[src/verilog/cssr_params.svh]
// Offsets, field positions, reset values for the socket id/status registers
// Assumes a 32-bit bus; each register index is a word, byte address = 4*index
`ifndef CSSR_PARAMS_SVH
`define CSSR_PARAMS_SVH

// Register indices
`define CSSR_IDX_ID         12'h800
`define CSSR_IDX_STATUS     12'h801
`define CSSR_IDX_PWR        12'h802
`define CSSR_IDX_MWOFS_BASE 12'h815
`define CSSR_MWOFS_STEP     12'h008
`define CSSR_IDX_SYSCTL     12'h8F0

// Identification register fields
`define CSSR_INTERFACE_TYPE_FIELD_VAL     2'h2
`define CSSR_COMPAT_LEGACY  4'h2
`define CSSR_ID_RSVD_RST    2'h0

// Own control register fields
`define CSSR_SYSCTL_UNLOCK  5
`define CSSR_SYSCTL_IOCARD  0
`define CSSR_SYSCTL_RST     8'h00

// Power control
`define CSSR_PWR_RST        8'h00
`define CSSR_PWR_MASK_STD   8'hB3
`define CSSR_PWR_MASK_LEG   8'h9B
`define CSSR_PWR_VCC_BIT    4

// Memory window offset high byte
`define CSSR_MWOFS_WP_BIT   7
`define CSSR_MWOFS_RST      8'h00
`define CSSR_NUM_MWIN       5

`endif

[src/verilog/cssr_pkg.sv]
// Types shared by the socket id/status register bank
// Assumes cssr_params.svh supplies the numeric constants
package cssr_pkg;

  typedef enum logic {
    CSSR_CARD_MEM,
    CSSR_CARD_IO
  } cssr_card_e;

  typedef enum logic {
    CSSR_BUS_IDLE,
    CSSR_BUS_ACK
  } cssr_bus_e;

  typedef struct packed {
    logic       rsvd;
    logic       power;
    logic       ready;
    logic       wprot;
    logic       det_b;
    logic       det_a;
    logic [1:0] level;
  } cssr_status_s;

endpackage : cssr_pkg

[src/verilog/cssr_pin_if.sv]
// Synchronised socket pin levels passed from synchroniser to register bank
// Assumes a single clock domain on the consumer side
`timescale 1ns/1ps

interface cssr_pin_if;
  logic ready;
  logic wp;
  logic det_a_n;
  logic det_b_n;
  logic batt_a;
  logic batt_b;

  modport src (output ready, wp, det_a_n, det_b_n, batt_a, batt_b);
  modport dst (input  ready, wp, det_a_n, det_b_n, batt_a, batt_b);
endinterface : cssr_pin_if

[src/verilog/cssr_regs.sv]
// Socket identification/revision and interface status registers
// Assumes a classic Wishbone master on clk_i; pins are asynchronous
//
// Register access over Wishbone is this design's own decision.
`timescale 1ns/1ps

`include "cssr_params.svh"

module cssr_regs #(
  parameter int         ADR_W      = 16,
  parameter logic [3:0] COMPAT_REV = 4'h1 // Arbitrary value
) (
  input  wire logic                      clk_i,
  input  wire logic                      rst_i,
  input  wire logic                      wb_cyc_i,
  input  wire logic                      wb_stb_i,
  input  wire logic                      wb_we_i,
  input  wire logic [ADR_W-1:0]          wb_adr_i,
  input  wire logic [3:0]                wb_sel_i,
  input  wire logic [31:0]               wb_dat_i,
  output logic      [31:0]               wb_dat_o,
  output logic                           wb_ack_o,
  input  wire logic                      card_ready_i,
  input  wire logic                      card_wp_i,
  input  wire logic                      card_detect_a_pin_n_i,
  input  wire logic                      card_detect_b_pin_n_i,
  input  wire logic                      battery_detect_a_i,
  input  wire logic                      battery_detect_b_i,
  input  wire logic [`CSSR_NUM_MWIN-1:0] mem_win_hit_i,
  input  wire logic                      mem_wr_req_i,
  output logic                           mem_wr_allow_o,
  output logic                           legacy_mode_o,
  output logic                           socket_power_o,
  output logic                           card_is_io_o
);

  cssr_pin_if pins ();

  cssr_sync u_sync (
    .clk_i                 (clk_i),
    .card_ready_i          (card_ready_i),
    .card_wp_i             (card_wp_i),
    .card_detect_a_pin_n_i (card_detect_a_pin_n_i),
    .card_detect_b_pin_n_i (card_detect_b_pin_n_i),
    .battery_detect_a_i    (battery_detect_a_i),
    .battery_detect_b_i    (battery_detect_b_i),
    .pins                  (pins)
  );

  // Register index match on a byte address; upper bits must be zero
  function automatic logic idx_hit(input logic [ADR_W-1:0] adr,
                                   input logic [11:0]      idx);
    logic [ADR_W-1:0] full;
    full    = {{(ADR_W-14){1'b0}}, idx, 2'b00};
    idx_hit = (adr[ADR_W-1:2] == full[ADR_W-1:2]);
  endfunction : idx_hit

  // One-hot memory window flag for an offset-high-byte index, or none
  function automatic logic [`CSSR_NUM_MWIN-1:0] mwin_dec(input logic [ADR_W-1:0] adr);
    logic [`CSSR_NUM_MWIN-1:0] v;
    v = '0;
    for (int k = 0; k < `CSSR_NUM_MWIN; k++) begin
      if (idx_hit(adr, 12'(`CSSR_IDX_MWOFS_BASE + k * `CSSR_MWOFS_STEP))) begin
        v[k] = 1'b1;
      end
    end
    mwin_dec = v;
  endfunction : mwin_dec

  // Bus handshake
  cssr_pkg::cssr_bus_e bus_q;
  cssr_pkg::cssr_bus_e bus_d;
  logic [31:0]         rdat_q;
  logic [31:0]         rdat_d;

  // Register state
  logic [1:0]  id_rsvd_q;
  logic [1:0]  id_rsvd_d;
  logic [3:0]  rev_q;
  logic [3:0]  rev_d;
  logic [7:0]  pwr_q;
  logic [7:0]  pwr_d;
  logic [7:0]  sysctl_q;
  logic [7:0]  sysctl_d;
  logic [7:0]  mwofs_q [`CSSR_NUM_MWIN];
  logic [7:0]  mwofs_d [`CSSR_NUM_MWIN];
  logic        legacy_q;
  logic        legacy_d;
  logic        allow_q;
  logic        allow_d;

  logic                          req;
  logic                          wr;
  logic [7:0]                    wbyte;
  logic [7:0]                    id_val;
  logic [`CSSR_NUM_MWIN-1:0]     mw_sel;
  logic [`CSSR_NUM_MWIN-1:0]     mw_prot;
  logic                          allow_c;
  cssr_pkg::cssr_status_s        status;
  cssr_pkg::cssr_card_e          card;

  assign req   = wb_cyc_i & wb_stb_i & (bus_q == cssr_pkg::CSSR_BUS_IDLE);
  assign wr    = req & wb_we_i & wb_sel_i[0];
  assign wbyte = wb_dat_i[7:0];
  assign mw_sel = mwin_dec(wb_adr_i);

  assign card = sysctl_q[`CSSR_SYSCTL_IOCARD] ? cssr_pkg::CSSR_CARD_IO
                                              : cssr_pkg::CSSR_CARD_MEM;

  // Identification value
  assign id_val = {`CSSR_INTERFACE_TYPE_FIELD_VAL, id_rsvd_q, rev_q};

  // Live status byte
  always_comb begin
    status       = '0;
    status.rsvd  = 1'b0;
    status.power = pwr_q[`CSSR_PWR_VCC_BIT];
    status.ready = pins.ready;
    status.wprot = pins.wp;
    status.det_b = ~pins.det_b_n;
    status.det_a = ~pins.det_a_n;
    if (card == cssr_pkg::CSSR_CARD_MEM) begin
      status.level = {pins.batt_b, pins.batt_a};
    end else begin
      status.level = {pins.batt_b, pins.batt_a};
    end
  end

  for (genvar g = 0; g < `CSSR_NUM_MWIN; g++) begin : g_prot
    assign mw_prot[g] = mwofs_q[g][`CSSR_MWOFS_WP_BIT];
  end

  cssr_wprot #(
    .NWIN (`CSSR_NUM_MWIN)
  ) u_wprot (
    .prot_i   (mw_prot),
    .hit_i    (mem_win_hit_i),
    .wr_req_i (mem_wr_req_i),
    .allow_o  (allow_c)
  );

  // Bus handshake and read data
  always_comb begin
    bus_d  = bus_q;
    rdat_d = rdat_q;
    case (bus_q)
      cssr_pkg::CSSR_BUS_IDLE: begin
        if (wb_cyc_i & wb_stb_i) begin
          bus_d  = cssr_pkg::CSSR_BUS_ACK;
          rdat_d = 32'h0000_0000;
          if (idx_hit(wb_adr_i, `CSSR_IDX_ID)) begin
            rdat_d[7:0] = id_val;
          end else if (idx_hit(wb_adr_i, `CSSR_IDX_STATUS)) begin
            rdat_d[7:0] = status;
          end else if (idx_hit(wb_adr_i, `CSSR_IDX_PWR)) begin
            rdat_d[7:0] = pwr_q;
          end else if (idx_hit(wb_adr_i, `CSSR_IDX_SYSCTL)) begin
            rdat_d[7:0] = sysctl_q;
          end else begin
            for (int k = 0; k < `CSSR_NUM_MWIN; k++) begin
              if (mw_sel[k]) begin
                rdat_d[7:0] = mwofs_q[k];
              end
            end
          end
        end
      end
      cssr_pkg::CSSR_BUS_ACK: begin
        bus_d = cssr_pkg::CSSR_BUS_IDLE;
      end
      default: begin
        bus_d = cssr_pkg::CSSR_BUS_IDLE;
      end
    endcase
    if (rst_i) begin
      bus_d  = cssr_pkg::CSSR_BUS_IDLE;
      rdat_d = 32'h0000_0000;
    end
  end

  always_ff @(posedge clk_i) begin
    bus_q  <= bus_d;
    rdat_q <= rdat_d;
  end

  // Register writes
  always_comb begin
    id_rsvd_d = id_rsvd_q;
    rev_d     = rev_q;
    pwr_d     = pwr_q;
    sysctl_d  = sysctl_q;
    legacy_d  = legacy_q;
    for (int k = 0; k < `CSSR_NUM_MWIN; k++) begin
      mwofs_d[k] = mwofs_q[k];
    end
    if (wr) begin
      if (idx_hit(wb_adr_i, `CSSR_IDX_ID) && sysctl_q[`CSSR_SYSCTL_UNLOCK]) begin
        id_rsvd_d = wbyte[5:4];
        rev_d     = wbyte[3:0];
        legacy_d  = (wbyte[3:0] == `CSSR_COMPAT_LEGACY);
      end
      if (idx_hit(wb_adr_i, `CSSR_IDX_PWR)) begin
        // Writable bits depend on the active power field layout
        if (legacy_q) begin
          pwr_d = wbyte & `CSSR_PWR_MASK_LEG;
        end else begin
          pwr_d = wbyte & `CSSR_PWR_MASK_STD;
        end
      end
      if (idx_hit(wb_adr_i, `CSSR_IDX_SYSCTL)) begin
        sysctl_d = wbyte;
      end
      for (int k = 0; k < `CSSR_NUM_MWIN; k++) begin
        if (mw_sel[k]) begin
          mwofs_d[k] = wbyte;
        end
      end
    end
    if (rst_i) begin
      id_rsvd_d = `CSSR_ID_RSVD_RST;
      rev_d     = COMPAT_REV;
      pwr_d     = `CSSR_PWR_RST;
      sysctl_d  = `CSSR_SYSCTL_RST;
      legacy_d  = (COMPAT_REV == `CSSR_COMPAT_LEGACY);
      for (int k = 0; k < `CSSR_NUM_MWIN; k++) begin
        mwofs_d[k] = `CSSR_MWOFS_RST;
      end
    end
  end

  always_ff @(posedge clk_i) begin
    id_rsvd_q <= id_rsvd_d;
    rev_q     <= rev_d;
    pwr_q     <= pwr_d;
    sysctl_q  <= sysctl_d;
    legacy_q  <= legacy_d;
    for (int k = 0; k < `CSSR_NUM_MWIN; k++) begin
      mwofs_q[k] <= mwofs_d[k];
    end
  end

  // Registered write-permit for the memory path
  always_comb begin
    allow_d = rst_i ? 1'b0 : allow_c;
  end

  always_ff @(posedge clk_i) begin
    allow_q <= allow_d;
  end

  assign wb_ack_o       = (bus_q == cssr_pkg::CSSR_BUS_ACK);
  assign wb_dat_o       = rdat_q;
  assign mem_wr_allow_o = allow_q;
  assign legacy_mode_o  = legacy_q;
  assign socket_power_o = pwr_q[`CSSR_PWR_VCC_BIT];
  assign card_is_io_o   = sysctl_q[`CSSR_SYSCTL_IOCARD];

endmodule : cssr_regs

[src/verilog/cssr_sync.sv]
// Two-flop synchroniser for the socket status pins
// Assumes raw pins are asynchronous to clk_i
`timescale 1ns/1ps

module cssr_sync (
  input  wire logic clk_i,
  input  wire logic card_ready_i,
  input  wire logic card_wp_i,
  input  wire logic card_detect_a_pin_n_i,
  input  wire logic card_detect_b_pin_n_i,
  input  wire logic battery_detect_a_i,
  input  wire logic battery_detect_b_i,
  cssr_pin_if.src   pins
);

  logic [5:0] raw;
  logic [5:0] meta_q;
  logic [5:0] meta_d;
  logic [5:0] sync_q;
  logic [5:0] sync_d;

  assign raw = {card_ready_i, card_wp_i, card_detect_a_pin_n_i,
                card_detect_b_pin_n_i, battery_detect_a_i, battery_detect_b_i};

  // No reset: status shows live pins right after reset
  always_comb begin
    meta_d = raw;
    sync_d = meta_q;
  end

  always_ff @(posedge clk_i) begin
    meta_q <= meta_d;
    sync_q <= sync_d;
  end

  assign pins.ready   = sync_q[5];
  assign pins.wp      = sync_q[4];
  assign pins.det_a_n = sync_q[3];
  assign pins.det_b_n = sync_q[2];
  assign pins.batt_a  = sync_q[1];
  assign pins.batt_b  = sync_q[0];

endmodule : cssr_sync

[src/verilog/cssr_wprot.sv]
// Memory window write-protect gate
// Assumes window hit flags come from the same-clock memory decode
`timescale 1ns/1ps

module cssr_wprot #(
  parameter int NWIN = 5
) (
  input  wire logic [NWIN-1:0] prot_i,
  input  wire logic [NWIN-1:0] hit_i,
  input  wire logic            wr_req_i,
  output logic                 allow_o
);

  // Any hit window that is protected blocks the write
  always_comb begin
    allow_o = wr_req_i & ~|(prot_i & hit_i);
  end

endmodule : cssr_wprot
[config.mk]
export PLATFORM = sky130hd
export DESIGN_NAME = cssr_regs
export DESIGN_NICKNAME = d
export VERILOG_FILES = /design/src/verilog/cssr_pkg.sv /design/src/verilog/cssr_pin_if.sv /design/src/verilog/cssr_regs.sv /design/src/verilog/cssr_sync.sv /design/src/verilog/cssr_wprot.sv
export VERILOG_INCLUDE_DIRS = /design/src /design/src/verilog
export SDC_FILE = /design/constraint.sdc
export NUM_CORES = 1
export LEC_CHECK = 0
export ABC_CLOCK_PERIOD_IN_PS = 1900
export BUFFER_PORTS_ARGS = -buffer_cell sky130_fd_sc_hd__buf_4
export CAP_MARGIN = 20
export CORE_MARGIN = 3
export CORE_UTILIZATION = 48
export CTS_CLUSTER_SIZE = 20
export DETAILED_ROUTE_END_ITERATION = 10
export GPL_ROUTABILITY_DRIVEN = 0
export PLACE_DENSITY = 0.86
export SYNTH_ARGS = -nofsm -noshare
export SYNTH_HDL_FRONTEND = slang
export SYNTH_SLANG_ARGS = --single-unit
[constraint.sdc]
create_clock -name clk_i -period 1.9 [get_ports clk_i]
set_input_delay 0.19 -clock clk_i [delete_from_list [all_inputs] [get_ports clk_i]]
set_output_delay 0.19 -clock clk_i [all_outputs]
set_load 0.03 [all_outputs]
**Yosys cells after proc, flatten, opt, wreduce, memory -nomap -nowiden**

Memory sizes are Yosys's and may differ from the RTL's.
Cells that the tools add are included.

- Output and inout bits: 37
- Bits of input ports: 69
- Bits in writable memories: 40
- Logic and storage cells: 61
- Bits in registers: 45
- Memories: 1

- Reductions and logical operators: 7
- Bitwise gates (word level): 9
- Muxes and demuxes: 24
- Eq/ne operators: 10

Memories:

| name | words | bits a word | rd ports | clocked after Yosys merged registers in | write ports | RTL line | RTL |
|---|---|---|---|---|---|---|---|
| mwofs_q | 5 | 8 | 5 | 0 | 5 | cssr_regs.sv:85 | `` logic [7:0] mwofs_q [`CSSR_NUM_MWIN]; `` |

Operators by type and width:

| kind | count |
|---|---|
| $eq A14 B12 Y1 const B | 9 |
| $mux W8 | 14 |
| $mux W40 | 2 |
| $reduce_and A2 Y1 | 4 |
| $mux W1 | 6 |
| $mux W6 | 1 |
| $and A1 B1 Y1 | 5 |
| $and A5 B5 Y5 | 1 |
| $reduce_or A5 Y1 | 1 |
| $eq A4 B2 Y1 const B | 1 |
| $not A1 Y1 | 3 |
| $pmux W1 S2 | 1 |
| $logic_and A1 B1 Y1 | 1 |
| $logic_not A1 Y1 | 1 |

**Depth between registers and ports, before layout**

Gate-level depths: netlist (run 1).

- Word-level depth: 11
- Gate-level depth with buffers: 7
- Mapped depth without buffers: 5

**Modules after synthesis**

Synthesis (run 1) repeated with hierarchy kept, for this count alone.

- Cells, all modules: 485
- Area, all modules: 4066.4 um^2

By module, submodules not included:

| module | times used | area an instance (um^2) | cells an instance |
|---|---|---|---|
| cssr_regs | 1 | 3798.6 | 469 |
| cssr_sync | 1 | 240.2 | 12 |
| cssr_wprot | 1 | 27.5 | 4 |

**Worst setup path before layout (run 1)**

Ideal clock, no wire load.

- Kind: reg-to-reg
- Start point: register bus_q (netlist: wb_ack_o)
- End point: memory mwofs_q[3][0] (netlist: mwofs_q[0][24])
- Required time: 1.772 ns
- Setup time: 0.128 ns
- Data arrival time: 1.865 ns
- Clock period less this slack: 1.993 ns
- Cell stages (with the launch flop): 7
- Slack: -0.093 ns
- Cell sequence: dfxtp_1 > and3b_1 > nand3_2 > buf_4 > nor4_4 > mux2i_1 > nor2_1

RTL lines:

| element | RTL line | RTL |
|---|---|---|
| start, declared | cssr_regs.sv:71 | `cssr_pkg::cssr_bus_e bus_q;` |
| start signal, assigned | cssr_regs.sv:182 | `bus_q <= bus_d;` |
| end, declared | cssr_regs.sv:85 |  |

**Worst setup path after layout (run 1)**

- Start point: register bus_q (netlist: wb_ack_o)
- End point: register sysctl_q[1]

- Word-level cells in the longest chain between the ends: 5

Ends and longest elaborated chain:

| element | RTL line | RTL |
|---|---|---|
| $not A1 Y1 (no line) | -- |  |
| $and A1 B1 Y1 | cssr_regs.sv:102 | `assign req = wb_cyc_i & wb_stb_i & (bus_q == cssr_pkg::CSSR_BUS_IDLE);` |
| $and A1 B1 Y1 (2 in a row) | cssr_regs.sv:103 | `assign wr = req & wb_we_i & wb_sel_i[0];` |
| $reduce_and A2 Y1 (no line) | -- |  |
| end signal, assigned | cssr_regs.sv:235 | `sysctl_q <= sysctl_d;` |
| end, declared | cssr_regs.sv:83 | `logic [7:0] sysctl_q;` |

No other way between the ends.
A chain may end at the register's enable or synchronous reset.

==> metrics.md, run 1 <==
| Metric | Value |
|---|---|
| Outcome | `finished, final reports clean` |
| Die Span Y | `98.4 um` |
| Sequential fraction of the synthesis area | `40.6%` |
| Share of the synthesized netlist area taken by xor and xnor gates | `0%` |
| Final non-filler cell total | `652` |
| Number of antenna violations at the first check in global routing | `0` |
| Share of cells above drive strength 1 | `21.4%` |
| Floorplan Core Area | `8260 um^2` |
| Worst path top cell family by delay | `simple AND/OR/NAND/NOR gates` |
| Simple-gate area share of the yosys netlist | `24.8%` |
| Number of max-capacitance violations reported | `0` |
| Peak supply drop | `0.419 mV` |
| Final Max Tran Viols | `0` |
| Clock buffer count from CTS | `9` |
| Die ar. | `9680 um^2` |
| Total instance count after detailed placement | `631` |
| Maximum number of pins on one net before global-route repair | `52` |
| Worst reg2reg path depth | `6` |
| Number of clock sinks | `83` |
| Synthesized instance count | `468` |
| ANT cells | `0` |
| Routed wire length per instance | `17.2 um` |
| Count of cell instances traversed by the critical path | `6` |
| Detailed-route via count | `3823` |
| Summed instance area of the synthesized netlist | `4100 um^2` |
| Start point of the worst min-delay path | `mem_wr_req_i` |
| Via count of the first global-routing pass | `3833` |
| Dominant cells by area after synthesis | `sky130_fd_sc_hd__dfxtp_1, sky130_fd_sc_hd__mux2i_1, sky130_fd_sc_hd__nor2_1, sky130_fd_sc_hd__buf_4, sky130_fd_sc_hd__nand2_1` |
| Global-route wire length before repair | `18200 um` |
| Area growth from synthesis to layout | `21.7%` |
| Crit path cell chain | `and3b_2 -> buf_4 -> and3_1 -> nand3_1 -> nand2_1 -> a21oi_1` |
| HPWL after DPL | `8070 um` |
| Count of final hold-check violations | `0` |
| Cell at the root of the clock tree | `sky130_fd_sc_hd__clkbuf_8` |
| Post-detailed-route DRC marker count | `0` |
| Die extent in x | `98.4 um` |
| Number of vias per cell | `5.86` |
| Worst reg-to-reg setup slack | `0.08 ns` |
| Tmin final | `1.82 ns` |
| Number of failing setup endpoints in the final timing report | `0` |
| Min-Delay Path Depth | `2` |
| # port buffers | `52` |
| Source of the worst register-to-register timing path | `wb_ack_o$_SDFF_PP0_` |
| Final cycle utilization of the critical path | `95.9%` |
| Complex-gate fraction of the synthesized area | `15.3%` |
| Worst Setup Start Kind | `flop` |
| Core Util, Final | `60.3%` |
| DRT Wirelength | `11200 um` |
| Total Power | `3490 uW` |
| Synth Flop Type | `sky130_fd_sc_hd__dfxtp_1` |
| Worst Setup End Kind | `flop` |
| First-pass iteration count of the detailed router | `6` |
| Number of warning messages in the yosys log | `0` |
| Share of Yosys cell area claimed by the top area cell type | `40.6%` |
| Arrival time reported for the critical path endpoint | `2.06 ns` |
| Start point of the critical path | `wb_ack_o$_SDFF_PP0_` |
| Hold/Removal Path Class | `in -> reg` |
| Critical R2R Capture | `sysctl_q[1]$_SDFFE_PP0P_` |
| Largest family of logic cells by synthesized area | `simple AND/OR/NAND/NOR gates` |
| Total congestion overflow after global routing | `0` |
| Area post-placement | `4700 um^2` |
| DRT antenna net count | `0` |
| Post-synthesis area per instance | `8.75 um^2` |
| Multiplexer share of the synthesized area | `11.3%` |
| Starting density of the core | `49.6%` |
| Req. time, crit path | `2.14 ns` |
| Count of state elements after synthesis | `83` |
| Worst stage delay on the critical path | `0.34 ns` |
| Areal power density over the cells | `700 nW/um^2` |
| Peak Freq | `0.549 GHz` |
| Worst Hold Slack | `0.127 ns` |
| Setup skew after layout | `0.00782 ns` |
| Number of buffers between clock root and the deepest sink | `2` |
| Crit path kind | `reg -> reg` |
| TritonCTS clock tree | `done` |
| Post-CTS setup buffer count | `0` |
| Reported leakage power | `0.00202 uW` |
| Top Ports | `106` |
| Post-synth top area cell | `sky130_fd_sc_hd__dfxtp_1` |
| Number of enable-type register cells in the synthesized netlist | `0` |
| Final non-filler cell area | `4980 um^2` |
| Share of synthesized registers carrying an async set or reset | `0%` |
| Number of distinct library cells after synthesis | `57` |
| Worst Path Max Fanout | `13` |
| Later-pin clock latency in the skew report | `0.36 ns` |
| Slowest library cell on the worst path | `sky130_fd_sc_hd__dfxtp_2` |
| Violation count after the first detailed-route iteration | `314` |
| H-tree levels | `3` |
| Clk slew on worst S/H paths | `0.07 ns` |
| GRT Total Usage | `23.3%` |
| End point of the worst hold path | `mem_wr_allow_o$_SDFF_PP0_` |
| Nets | `612` |
| Adder and majority cell fraction of the synthesized area | `0%` |
| Bufs and invs on worst path | `1` |
| Row count | `33` |
[synthesized netlist by cell type (2+ instances only)]
master                      instances
sky130_fd_sc_hd__nor3_4             2
sky130_fd_sc_hd__o32a_1             3
sky130_fd_sc_hd__nand2b_1           3
sky130_fd_sc_hd__o221ai_1           4
sky130_fd_sc_hd__buf_4             26
sky130_fd_sc_hd__a2bb2oi_1          3
sky130_fd_sc_hd__a211o_1            2
sky130_fd_sc_hd__inv_1              6
sky130_fd_sc_hd__nor4_4             2
sky130_fd_sc_hd__nor3_1             3
sky130_fd_sc_hd__nor2_1            62
sky130_fd_sc_hd__o211ai_1           5
sky130_fd_sc_hd__o21ai_0           19
sky130_fd_sc_hd__and3b_1            3
sky130_fd_sc_hd__mux2i_1           45
sky130_fd_sc_hd__clkbuf_1          20
sky130_fd_sc_hd__nand3_1           18
sky130_fd_sc_hd__and2_1             6
sky130_fd_sc_hd__nor3_2             2
sky130_fd_sc_hd__buf_2              4
sky130_fd_sc_hd__a211oi_1           7
sky130_fd_sc_hd__nor4b_1            3
sky130_fd_sc_hd__o32ai_1            4
sky130_fd_sc_hd__nand4_1            6
sky130_fd_sc_hd__o22ai_1            3
sky130_fd_sc_hd__o22a_1             2
sky130_fd_sc_hd__a31oi_1            2
sky130_fd_sc_hd__nor4b_4            2
sky130_fd_sc_hd__a21oi_1           33
sky130_fd_sc_hd__nand4b_1           2
sky130_fd_sc_hd__nor2b_1            8
sky130_fd_sc_hd__nand3b_1           2
sky130_fd_sc_hd__a22oi_1            2
sky130_fd_sc_hd__a21o_1             3
sky130_fd_sc_hd__nor3b_1            3
sky130_fd_sc_hd__dfxtp_1           83
sky130_fd_sc_hd__nand2_1           45
[cell usage in the layout (no fill, tap or decap), drive strengths merged, types with 8 or more instances in the layout]
cell / instances
dfxtp: 83
nor2: 63
nand4: 8
buf: 86
mux2i: 45
nand2: 46
clkbuf: 11
conb: 24
a21oi: 33
o21ai: 19
nand3: 19
nor2b: 8
[area by class of cell]
cell class / count / area (um^2)
repair buffers: 92 / 743
clock inverters: 4 / 76.3
multi-input cells: 351 / 2220
flip-flops and latches: 83 / 1660
fillers: 658 / 3270
well taps: 105 / 131
clock buffers: 11 / 131
inverters: 6 / 22.5
[worst reg2reg max path, stage by stage (launching register included)]
cell and delay [ns]:
sky130_fd_sc_hd__dfxtp_2 0.34, sky130_fd_sc_hd__and3b_2 0.28, sky130_fd_sc_hd__buf_4 0.22, sky130_fd_sc_hd__and3_1 0.30
sky130_fd_sc_hd__nand3_1 0.30, sky130_fd_sc_hd__nand2_1 0.18, sky130_fd_sc_hd__a21oi_1 0.10
[how the worst max path moves through the flow]
stage | endpoint | slack (ns)
after floorplan | mwofs_q[0][24]$_SDFFE_PP0P_ | 0.05
after global placement | wb_dat_o[1]$_SDFFE_PP0P_ | -0.09
after detailed placement | wb_dat_o[5]$_SDFFE_PP0P_ | -0.14
after CTS | mwofs_q[0][18]$_SDFFE_PP0P_ | 0.04
after global routing | sysctl_q[1]$_SDFFE_PP0P_ | -0.02
final | sysctl_q[1]$_SDFFE_PP0P_ | 0.08
[state kept, by name, summed over array words and instances (netlist names)]
register        cells
mwofs_q            40
id_rsvd_q           2
mem_wr_allow_o      1
wb_dat_o            8
pwr_q               6
u_sync.meta_q       6
rev_q               4
sysctl_q            8
legacy_mode_o       1
wb_ack_o            1
u_sync.sync_q       6
[logic make-up after synthesis]
group / after synthesis
buf+inv: 57
simple gates: 184
other cells: 1
mux: 46
compound gates: 97
flops: 83
[metrics by stage]
step,worst slack (ns),setup TNS (ns)
after floorplan,0.0485,0
after CTS,0.0435,0
after global routing,-0.0167,-0.0167
final,0.0773,0
after global placement,-0.0903,-0.163
after detailed placement,-0.143,-0.479
[where the power goes]
| group | leakage (uW) | total [uW] | internal (uW) | switching (uW) |
|---|---|---|---|---|
| clock network | 0.0000996 | 1360 | 736 | 622 |
| logic | 0.00124 | 366 | 130 | 237 |
| registers | 0.000674 | 1760 | 1760 | 6.98 |
[layer usage]
metal,up-vias,GRT usage (%),wire length (um)
met3,49,3.93,938
met5,-,0,0
li1,1770,-,-
met1,1796,28.5,4460
met2,208,38.2,5370
met4,0,14.4,458
[what timing repair did]
action	in CTS	in global routing
setup endpoints to repair	0	11
gates resized for setup	0	3
hold buffers	6	0
endpoints found under the hold margin	6	0
Power figures use the tool's default switching activity.
==> inputs of run 2 (changes only) <==
--- a/config.mk
+++ b/config.mk
@@ -15,6 +15,7 @@
 export DETAILED_ROUTE_END_ITERATION = 10
 export GPL_ROUTABILITY_DRIVEN = 0
 export PLACE_DENSITY = 0.86
+export RECOVER_POWER = 50
 export SYNTH_ARGS = -nofsm -noshare
 export SYNTH_HDL_FRONTEND = slang
 export SYNTH_SLANG_ARGS = --single-unit
==> run 2 against run 1 <==
Effect of this change:
- register-to-register slack lost 0.03 ns
- sequential power about the same
- count of clock-buffer cells in the layout is the same
- sequential cell count is the same
==> metrics.md, run 2 (synthesis results as in run 1) <==
| Metric | Value |
|---|---|
| Die Span Y | `98.4 um` |
| Count of final hold-check violations | `0` |
| Int Pwr | `2620 uW` |
| Source of the worst register-to-register timing path | `wb_ack_o$_SDFF_PP0_` |
| ANT cells | `0` |
| Number of failing setup endpoints in the final timing report | `0` |
| Setup total negative slack | `0 ns` |
| Tmin final | `1.85 ns` |
| Starting density of the core | `49.6%` |
| Global-route wire length before repair | `18200 um` |
| DRT Wirelength | `11200 um` |
| Reported leakage power | `0.00193 uW` |
| Fraction of power spent switching nets | `24.9%` |
| Critical path capture point | `sysctl_q[1]$_SDFFE_PP0P_` |
| Area taken by multi-input logic gates | `2200 um^2` |
| Req. time, crit path | `2.14 ns` |
| Setup skew after layout | `0.00771 ns` |
| Violation count after the first detailed-route iteration | `324` |
| Number of buffers between clock root and the deepest sink | `2` |
| Register with the most flip-flops | `mwofs_q` |
| Cell at the root of the clock tree | `sky130_fd_sc_hd__clkbuf_8` |
| Met3 Use GR | `3.93%` |
| Clock buffer count from CTS | `9` |
| Floorplan Core Area | `8260 um^2` |
| HPWL after DPL | `8070 um` |
| GR Util met1 | `28.5%` |
| Top Ports | `106` |
| Worst Setup Start Kind | `flop` |
| Row count | `33` |
| Routed wire length per instance | `17.2 um` |
| Power dissipated by switching net loads | `866 uW` |
| Worst reg-to-reg setup slack | `0.05 ns` |
| Start point of the critical path | `wb_ack_o$_SDFF_PP0_` |
| GRT Total Usage | `23.3%` |
| Clk slew on worst S/H paths | `0.08 ns` |
| Peak supply drop | `0.418 mV` |
| Post-CTS setup buffer count | `0` |
| Areal power density over the cells | `712 nW/um^2` |
| Final Max Tran Viols | `0` |
| # port buffers | `52` |
| Later-pin clock latency in the skew report | `0.36 ns` |
| H-tree levels | `3` |
| Combinational Power Share | `10.3%` |
| Total congestion overflow after global routing | `0` |
| Critical R2R Capture | `sysctl_q[1]$_SDFFE_PP0P_` |
| Peak Freq | `0.540 GHz` |
| Clock power share | `39.1%` |
| Maximum number of pins on one net before global-route repair | `52` |
| Most frequent cells in the layout | `sky130_fd_sc_hd__dfxtp_1, sky130_fd_sc_hd__nor2_1, sky130_fd_sc_hd__buf_4` |
| Die extent in x | `98.4 um` |
| Via count of the first global-routing pass | `3833` |
| TritonCTS clock tree | `done` |
| Final cycle utilization of the critical path | `97.4%` |
| Worst reg2reg path depth | `6` |
| Post-detailed-route DRC marker count | `0` |
| Share of cells above drive strength 1 | `17.7%` |
| Arrival time reported for the critical path endpoint | `2.09 ns` |
| Number of antenna violations at the first check in global routing | `0` |
| Register share of total power | `50.6%` |
| Number of max-capacitance violations reported | `0` |
| Core Util, Final | `59.2%` |
| Number of vias per cell | `5.93` |
| First-pass iteration count of the detailed router | `8` |
| Hold/Removal Path Class | `in -> reg` |
| Outcome | `finished, final reports clean` |
| Number of clock sinks | `83` |
| M2 GR Usage | `38.2%` |
| Worst Setup End Kind | `flop` |
| Most Crowded Layer GR | `met2` |
| FF+latch area | `1660 um^2` |
| Area growth from synthesis to layout | `19.4%` |
| Fillers | `681` |
| Nets | `612` |
| Detailed-route via count | `3867` |
| Crit path kind | `reg -> reg` |
| Worst Path Max Fanout | `13` |
| Flip-flop count of the largest register, all copies and words added | `40` |
| Die ar. | `9680 um^2` |
| DRT antenna net count | `0` |
| Most common cell after layout, fill and taps aside | `sky130_fd_sc_hd__dfxtp_1` |
==> run 2: power by group through the flow <==
stage / Sequential, uW / Combinational (uW) / Clock [uW]
floorplan: 1810 / 231 / 0
global placement: 1800 / 339 / 0
detailed placement: 1800 / 347 / 0
CTS: 1760 / 358 / 1360
global route: 1760 / 383 / 1440
finish: 1760 / 360 / 1360
==> run 2: per-stage QoR <==
stage	power, uW	setup WS (ns)	instance area, um^2	hold WS (ns)	std cells
global placement	2140	-0.0903	4700	0.294	631
CTS	3480	0.0435	4960	0.125	652
floorplan	2040	0.0485	4180	0.218	491
detailed placement	2150	-0.143	4700	0.297	631
finish	3480	0.0486	4890	0.123	652
global route	3590	-0.0294	4890	0.134	652
==> run 2: cell type report <==
| cell class | instances | share of cell area, % |
|---|---|---|
| Tap cell | 105 | 2.69 |
| Clock buffer | 11 | 2.69 |
| Clock inverter | 4 | 1.56 |
| Sequential cell | 83 | 34.0 |
| Timing Repair Buffer | 92 | 13.6 |
| Multi-Input combinational cell | 351 | 45.0 |
| Inverter | 6 | 0.461 |
==> run 2: worst min path at each step <==
stage,slack [ns],start,end,cells past startpoint
after floorplan,0.22,battery_detect_b_i,u_sync.meta_q[0]$_DFF_P_,0
after global placement,0.29,card_detect_a_pin_n_i,u_sync.meta_q[3]$_DFF_P_,1
after detailed placement,0.30,card_ready_i,u_sync.meta_q[5]$_DFF_P_,1
after CTS,0.13,wb_dat_i[6],mwofs_q[0][14]$_SDFFE_PP0P_,3
after global routing,0.13,mem_wr_req_i,mem_wr_allow_o$_SDFF_PP0_,2
final,0.12,mem_wr_req_i,mem_wr_allow_o$_SDFF_PP0_,2
==> run 2: timing repair <==
| action | 4_1_cts | 5_1_grt |
|---|---|---|
| resized for setup | 0 | 3 |
| hold endpoints to repair | 6 | 0 |
| hold buffers | 6 | 0 |
| setup endpoints to repair | 0 | 11 |
==> run 2: critical path, stage by stage (launching register included) <==
cell and delay (ns):
sky130_fd_sc_hd__dfxtp_1 0.34, sky130_fd_sc_hd__and3b_2 0.29, sky130_fd_sc_hd__buf_4 0.21, sky130_fd_sc_hd__and3_1 0.30
sky130_fd_sc_hd__nand3_1 0.32, sky130_fd_sc_hd__nand2_1 0.17, sky130_fd_sc_hd__a21oi_1 0.09
==> run 2: metal layers <==
metal | wire length, um | vias up
li1 | - | 1767
met1 | 4510 | 1815
met2 | 5380 | 230
met3 | 915 | 55
met4 | 441 | 0
met5 | 0 | -
